$ cat src/hw/sub_skip_params.svh
// Constants for the borrow-subtract and decrement-skip execution block.
// Assumes inclusion by the package and the design modules only.
`ifndef SUB_SKIP_PARAMS_SVH
`define SUB_SKIP_PARAMS_SVH
`define DATA_W 8
`define FLAG_OV 0
`define FLAG_Z 1
`define FLAG_AC 2
`define FLAG_C 3
`define FLAG_W 4
`define WREG_RESET 8'h00
`define FLAGS_RESET 4'h0
`define DEC_ONE 8'h01
`define NIBBLE_W 4
`endif

$ cat src/hw/sub_skip_pkg.sv
// Types shared by the execution block: opcode selector and sequencer states.
// Assumes the params header sits on the include path.
`include "sub_skip_params.svh"
package sub_skip_pkg;
   typedef enum logic [2:0] {
      OP_NONE = 3'h0,
      OP_SUB_WREG = 3'h1,
      OP_SUB_MEM = 3'h2,
      OP_DEC_MEM = 3'h3,
      OP_DEC_WREG = 3'h4
   } op_e;
   typedef enum logic [1:0] {
      ST_RUN = 2'h1,
      ST_DUMMY = 2'h2
   } seq_state_e;
endpackage

$ cat src/hw/sub_skip_alu.sv
// Combinational arithmetic: borrow subtract and decrement with flags.
// Assumes operands are stable for the whole cycle they are used in.
`timescale 1ns/10ps
`include "sub_skip_params.svh"
module sub_skip_alu #(
   parameter int WIDTH = `DATA_W
) (
   input wire logic [WIDTH-1:0] i_wreg,
   input wire logic [WIDTH-1:0] i_mem,
   input wire logic i_carry,
   input wire logic i_decrement,
   output logic [WIDTH-1:0] o_result,
   output logic o_ov,
   output logic o_ac,
   output logic o_c,
   output logic o_zero
);
   logic [WIDTH:0] sum;
   logic [`NIBBLE_W:0] low;
   logic [WIDTH-1:0] sub_b;
   initial begin
      if (WIDTH <= `NIBBLE_W) begin
         $error("WIDTH too small");
      end
   end
   always_comb begin
      sub_b = ~i_mem;
      sum = {1'b0, i_wreg} + {1'b0, sub_b} + {{WIDTH{1'b0}}, i_carry};
      low = {1'b0, i_wreg[`NIBBLE_W-1:0]} + {1'b0, sub_b[`NIBBLE_W-1:0]}
         + {{`NIBBLE_W{1'b0}}, i_carry};
      if (i_decrement) begin
         o_result = i_mem - WIDTH'(`DEC_ONE);
      end else begin
         o_result = sum[WIDTH-1:0];
      end
      o_c = sum[WIDTH];
      o_ac = low[`NIBBLE_W];
      o_ov = (i_wreg[WIDTH-1] != i_mem[WIDTH-1])
         && (sum[WIDTH-1] != i_wreg[WIDTH-1]);
      o_zero = (o_result == '0);
   end
endmodule

$ cat src/hw/sub_skip_exec.sv
// Execution unit for borrow-subtract and decrement-skip-on-zero opcodes.
// Assumes the sequencer presents one decoded opcode per cycle with the
// memory operand already read, and honours o_stall by holding fetch.
// Operation
// - Borrow subtract result goes to working register.
// - Borrow subtract result goes back to memory.
// - Decrement memory byte, write back, test zero.
// - Zero result discards prefetch, adds dummy cycle.
// - Nonzero result continues without dummy cycle.
// - Register variant writes register, memory untouched.
// - Register variant uses same zero skip.
`timescale 1ns/10ps
`include "sub_skip_params.svh"
module sub_skip_exec #(
   parameter int WIDTH = `DATA_W
) (
   input wire logic i_ref_clk,
   input wire logic i_resetn,
   input wire logic i_valid,
   input wire logic [2:0] i_op,
   input wire logic [WIDTH-1:0] i_mem_data,
   output logic [WIDTH-1:0] o_wreg,
   output logic o_flag_ov,
   output logic o_flag_z,
   output logic o_flag_ac,
   output logic o_flag_c,
   output logic o_mem_we,
   output logic [WIDTH-1:0] o_mem_wdata,
   output logic o_discard,
   output logic o_stall,
   output logic o_done
);
   sub_skip_pkg::seq_state_e state;
   sub_skip_pkg::op_e op;
   logic [WIDTH-1:0] result;
   logic alu_ov;
   logic alu_ac;
   logic alu_c;
   logic alu_zero;
   logic is_sub;
   logic is_dec;
   logic take;
   logic sel_sub_wreg;
   logic sel_sub_mem;
   logic sel_dec_mem;
   logic sel_dec_wreg;
   logic writes_mem;
   logic skip_now;
   logic finish_now;
   localparam logic [`FLAG_W-1:0] FLAGS_INIT = `FLAGS_RESET;
   initial begin
      if (WIDTH != `DATA_W) begin
         $error("Only the documented data width is supported");
      end
      if ($bits(i_op) != $bits(sub_skip_pkg::op_e)) begin
         $error("Opcode port and opcode type differ in width");
      end
      if (`FLAG_OV >= `FLAG_W || `FLAG_Z >= `FLAG_W
         || `FLAG_AC >= `FLAG_W || `FLAG_C >= `FLAG_W) begin
         $error("Flag positions fall outside the flag vector");
      end
      if ($countones(sub_skip_pkg::ST_RUN) != 1
         || $countones(sub_skip_pkg::ST_DUMMY) != 1) begin
         $error("Sequencer state codes must be one-hot");
      end
   end
   always_comb begin
      op = sub_skip_pkg::op_e'(i_op);
      take = i_valid && (state == sub_skip_pkg::ST_RUN);
   end
   // Opcode decode; opcode none and unknown codes select nothing.
   always_comb begin
      sel_sub_wreg = 1'b0;
      sel_sub_mem = 1'b0;
      sel_dec_mem = 1'b0;
      sel_dec_wreg = 1'b0;
      case (op)
         sub_skip_pkg::OP_SUB_WREG: begin
            sel_sub_wreg = take;
         end
         sub_skip_pkg::OP_SUB_MEM: begin
            sel_sub_mem = take;
         end
         sub_skip_pkg::OP_DEC_MEM: begin
            sel_dec_mem = take;
         end
         sub_skip_pkg::OP_DEC_WREG: begin
            sel_dec_wreg = take;
         end
         default: begin
            sel_sub_wreg = 1'b0;
         end
      endcase
   end
   always_comb begin
      is_sub = sel_sub_wreg || sel_sub_mem;
      is_dec = sel_dec_mem || sel_dec_wreg;
      writes_mem = sel_sub_mem || sel_dec_mem;
   end
   // A zero decrement skips; a subtract or nonzero decrement finishes at once.
   always_comb begin
      skip_now = is_dec && alu_zero;
      finish_now = is_sub || (is_dec && !alu_zero);
   end
   sub_skip_alu #(
      .WIDTH(WIDTH)
   ) u_alu (
      .i_wreg(o_wreg),
      .i_mem(i_mem_data),
      .i_carry(o_flag_c),
      .i_decrement(is_dec),
      .o_result(result),
      .o_ov(alu_ov),
      .o_ac(alu_ac),
      .o_c(alu_c),
      .o_zero(alu_zero)
   );
   // Working register update.
   always_ff @(posedge i_ref_clk or negedge i_resetn) begin
      if (!i_resetn) begin
         o_wreg <= `WREG_RESET;
      end else if (take && op == sub_skip_pkg::OP_SUB_WREG) begin
         o_wreg <= result;
      end else if (take && op == sub_skip_pkg::OP_DEC_WREG) begin
         o_wreg <= result;
      end
   end
   // Memory write strobe; the register variants never write.
   always_ff @(posedge i_ref_clk or negedge i_resetn) begin
      if (!i_resetn) begin
         o_mem_we <= 1'b0;
      end else begin
         o_mem_we <= writes_mem;
      end
   end
   // Write data loads only with a write, so it stays quiet otherwise.
   always_ff @(posedge i_ref_clk or negedge i_resetn) begin
      if (!i_resetn) begin
         o_mem_wdata <= '0;
      end else if (writes_mem) begin
         o_mem_wdata <= result;
      end
   end
   // Overflow flag follows signed overflow of a borrow subtract.
   always_ff @(posedge i_ref_clk or negedge i_resetn) begin
      if (!i_resetn) begin
         o_flag_ov <= FLAGS_INIT[`FLAG_OV];
      end else if (is_sub) begin
         o_flag_ov <= alu_ov;
      end
   end
   // Zero flag follows the subtract result only.
   always_ff @(posedge i_ref_clk or negedge i_resetn) begin
      if (!i_resetn) begin
         o_flag_z <= FLAGS_INIT[`FLAG_Z];
      end else if (is_sub) begin
         o_flag_z <= alu_zero;
      end
   end
   // Auxiliary carry is the carry out of the low nibble.
   always_ff @(posedge i_ref_clk or negedge i_resetn) begin
      if (!i_resetn) begin
         o_flag_ac <= FLAGS_INIT[`FLAG_AC];
      end else if (is_sub) begin
         o_flag_ac <= alu_ac;
      end
   end
   // Carry is set when the subtract needs no borrow.
   always_ff @(posedge i_ref_clk or negedge i_resetn) begin
      if (!i_resetn) begin
         o_flag_c <= FLAGS_INIT[`FLAG_C];
      end else if (is_sub) begin
         o_flag_c <= alu_c;
      end
   end
   // Sequencer state: a zero decrement enters one dummy cycle.
   always_ff @(posedge i_ref_clk or negedge i_resetn) begin
      if (!i_resetn) begin
         state <= sub_skip_pkg::ST_RUN;
      end else begin
         case (state)
            sub_skip_pkg::ST_RUN: begin
               if (skip_now) begin
                  state <= sub_skip_pkg::ST_DUMMY;
               end else begin
                  state <= sub_skip_pkg::ST_RUN;
               end
            end
            sub_skip_pkg::ST_DUMMY: begin
               state <= sub_skip_pkg::ST_RUN;
            end
            default: begin
               state <= sub_skip_pkg::ST_RUN;
            end
         endcase
      end
   end
   // Discard pulse drops the prefetched instruction after a skip.
   always_ff @(posedge i_ref_clk or negedge i_resetn) begin
      if (!i_resetn) begin
         o_discard <= 1'b0;
      end else begin
         o_discard <= skip_now;
      end
   end
   // Stall pulse holds fetch for the dummy cycle.
   always_ff @(posedge i_ref_clk or negedge i_resetn) begin
      if (!i_resetn) begin
         o_stall <= 1'b0;
      end else begin
         o_stall <= skip_now;
      end
   end
   // Completion pulse marks the end of each instruction, dummy included.
   always_ff @(posedge i_ref_clk or negedge i_resetn) begin
      if (!i_resetn) begin
         o_done <= 1'b0;
      end else begin
         o_done <= finish_now
            || (state == sub_skip_pkg::ST_DUMMY);
      end
   end
endmodule

$ cat config.mk
export PLATFORM = sky130hd
export DESIGN_NAME = sub_skip_exec
export DESIGN_NICKNAME = d
export VERILOG_FILES = /design/src/hw/sub_skip_pkg.sv /design/src/hw/sub_skip_alu.sv /design/src/hw/sub_skip_exec.sv
export VERILOG_INCLUDE_DIRS = /design/src /design/src/hw
export SDC_FILE = /design/constraint.sdc
export NUM_CORES = 1
export LEC_CHECK = 0
export BUFFER_PORTS_ARGS = -buffer_cell sky130_fd_sc_hd__buf_2
export CAP_MARGIN = 20
export CELL_PAD_IN_SITES_DETAIL_PLACEMENT = 0
export CELL_PAD_IN_SITES_GLOBAL_PLACEMENT = 1
export CORE_ASPECT_RATIO = 0.7
export CORE_UTILIZATION = 35
export CTS_BUF_LIST = sky130_fd_sc_hd__clkbuf_4 sky130_fd_sc_hd__clkbuf_8
export DETAILED_ROUTE_END_ITERATION = 7
export MAX_ROUTING_LAYER = met4
export PLACE_DENSITY_LB_ADDON = 0.2
export SYNTH_ARGS = -nofsm -noshare
export SYNTH_HDL_FRONTEND = slang
export SYNTH_SLANG_ARGS = --single-unit
$ cat constraint.sdc
create_clock -name i_ref_clk -period 4.3 [get_ports i_ref_clk]
set_clock_uncertainty 0.15 [all_clocks]
set_input_delay 0.43 -clock i_ref_clk [delete_from_list [all_inputs] [get_ports i_ref_clk]]
set_output_delay 0.43 -clock i_ref_clk [all_outputs]
set_load 0.005 [all_outputs]
==> results.md <==
- Drt initial violations: 53
- Area leader, netlist: dfrtp_1
- IO Count: 38
- Vias per cell: around 5.2
- Top sig layer: met4
- Ant. Diodes: 0
- Largest net degree at the start of global routing: 26
- Post-synth EDFFs: 0
- Filler Cell Count: 457
- Post-DP HPWL: between 3000 and 4000 um
- Via count: 1388
- Initial antenna violation count: 0
- Worst min path class: in2async
- GPL Wtd Cong: 0.877
- Leakage: around 0.91 nW
- Final hold vios: 21
- Total GRT Usage: 18.0%
- # hold bufs at CTS: 0
- Worst ir drop on vdd: 0.000245 V
- Setup TNS: 0 ns
- DP Cell Count: 262
- Top cell type's share of synthesized area: about a third
- Final WL: between 4000 and 5000 um
- Post-route insts no fill: 266
- Clock slew at reported path FFs: 0.10 ns
- Failing checks: negative hold slack
- TritonCTS clock tree: yes
- Post-CTS setup buffer count: 0
- Post_cts resized: 0
- Antenna violation net count after detailed routing: 0
- Area growth from synthesis to layout: 16.5%
- Register bit count reported by yosys: 25
- Detailed Routing Iterations Pass 1: 4
- Ranking of synthesized cells by area: dfrtp_1 (35%), mux2_2 (10%), ha_1 (5.8%), inv_1 (3.3%), xnor2_1 (3.0%)
- Rows: 20
- Pins Over Slew Limit: 0
- Initial Utilization: roughly two fifths
- RSZ-0062 raised after global routing: false
- Period utilisation layout: 62.1%
- Final setup vio count: 0
- F_max: approximately 370 MHz
- Max_cap viols: 0
- Port bufs: 37
- Commonest cells post-synth: dfrtp_1 (24), mux2_2 (16), inv_1 (15)
- Clk_lat worst skew: between 0.2 and 0.3 ns
- Syn avg cell area: 10.5 um2
- Critical path launch point type: flip-flop
- Root buf cell: clkbuf_8
- Synth Instances: between 150 and 200
- Die area: ~0.0052 mm2
- CTS Buf Count: 3
- Worst Max-Slew Pin Slew: around 0.58 ns
- Relative slew slack: between 60% and 70%
- Synth cell types: 57
- Most common cell in the netlist: dfrtp_1
- Sequential share of the synthesized area: 36.3%
- Met2 wire len: around 1800 um
- Met3 WL: approximately 140 um
- Total grt overflow: 0
- Drt drc: 0
- Cell Area, Synth: 0.00173 mm2
- Status: complete, but fails checks
- Ys flop type: dfrtp_1
- Syn nets: 188
- Die X: 85.9 um
- Max Buffers Root-to-Sink: 2
- Worst EP required: 4.32 ns
- Yosys warnings: 0
- Die Height: 60.7 um
- Critical Path Sink Type: flip-flop
- Global-route wire length before repair: 6850 um
- Kind of critical path: reg2reg
- Largest fanout on the critical path: 3
- Clk sink count: 25
- Critical Path AT: about 2.7 ns
- Layout cells sized above 1: 34.5%
- Vias in the first global route: roughly 1400
- Min Hold Slack: -0.00755 ns
- # H-tree levels: 1
- Area of the core: 0.00453 mm2
- PwrDens: 587 mW/mm2
- Layout Nets: between 200 and 250
- DRT met1 WL: 2240 um
- FFs w/ async S/R, synth: 100%
- Min Tclk post-route: 2.67 ns
- Reg2Reg Depth: 8
- WL per Instance: 15.8 um
where the power goes:
group          switching, mW  internal, mW
clock network         0.0817        0.0650
logic                  0.334         0.318
registers             0.0553         0.325
cell usage in the layout, fill, tap and decap left out, types with 2 or more instances in the layout:
cell,n
fa_1,2
nand3b_1,2
dfrtp_1,24
mux2_2,16
inv_1,15
a221oi_1,2
o31ai_1,2
mux2i_1,4
ha_1,8
a21oi_1,6
nand3_1,3
clkbuf_8,3
nand2_1,5
o31a_1,3
nor2b_1,3
buf_4,2
a21boi_0,3
o21ai_0,6
xnor2_1,6
nor4_1,3
xor2_1,2
nor2_1,5
buf_2,37
nor3_1,2
or3_1,2
and3b_1,2
o2111ai_1,2
sequential cells by signal (all words and copies together), names as in the netlist:
name	flops
o_mem_wdata	8
o_wreg	8
state	2
o_done	1
o_flag_ac	1
o_flag_c	1
o_flag_ov	1
o_flag_z	1
o_mem_we	1
o_stall	1
worst max-delay path, cell delays in order, from the launching register on:
cell	delay, ns
dfrtp_1	0.38
inv_1	0.07
fa_1	0.46
fa_1	0.44
nor2b_1	0.18
o2111ai_1	0.13
a21boi_0	0.34
o31ai_1	0.14
mux2_2	0.27
path summary, 6_finish.rpt:
path,from,end,slack (ns)
setup / recovery,o_wreg[0]$_DFFE_PN0P_,o_mem_wdata[6]$_DFFE_PN0P_,1.63
hold / removal,i_resetn,o_mem_wdata[5]$_DFFE_PN0P_,-0.008
setup reg to reg,o_wreg[0]$_DFFE_PN0P_,o_mem_wdata[6]$_DFFE_PN0P_,1.63
hold reg to reg,o_flag_ov$_DFFE_PN0P_,o_flag_ov$_DFFE_PN0P_,0.33
max in group asynchronous,i_resetn,o_flag_c$_DFFE_PN0P_,3.63
min in group i_ref_clk,i_mem_data[7],o_stall$_DFF_PN0_,0.30
stage by stage:
stage          utilization, %  hold WS, ns  worst slack (ns)  area (um2)  power (mW)
2_1_floorplan               -      -0.0156              1.84        1730       0.824
3_3_place_gp             43.4        0.301              1.54        1960        1.02
3_5_place_dp             43.4        0.312              1.48        1960        1.04
4_1_cts                  44.4       0.0128              1.65        2010        1.19
5_1_grt                  44.4       0.0229              1.40        2010        1.28
6_report                 44.4     -0.00755              1.63        2010        1.18
layer usage:
layer / up-vias / track usage (%)
met5: - / -
met3: 4 / 3.67
met2: 29 / 26.3
met4: 0 / 3.81
met1: 673 / 25.8
li1: 682 / -
kinds of logic (layout without fill, tap and decap cells):
family,Yosys count,in the layout,synth area share [%]
and+or+nand+nor,41,41,16.7
AOI/OAI and AO/OA,38,38,16.2
DFF,25,25,36.3
buffers and inverters,22,58,5.80
muxes,20,20,12.8
adders and majority gates,10,10,8.12
xor gates and xnor gates,8,8,4.06
layout make-up:
class	instances	area (um2)	share of cell area, %
Multi-Input combinational cell	117	998	49.7
Clock inverter	1	5.00	0.249
Clock buffer	3	41.3	2.05
Tap cell	66	82.6	4.11
Timing Repair Buffer	39	200	9.96
Sequential cell	25	627	31.2
Inverter	15	56.3	2.80
(Power assumes the default switching activity.)
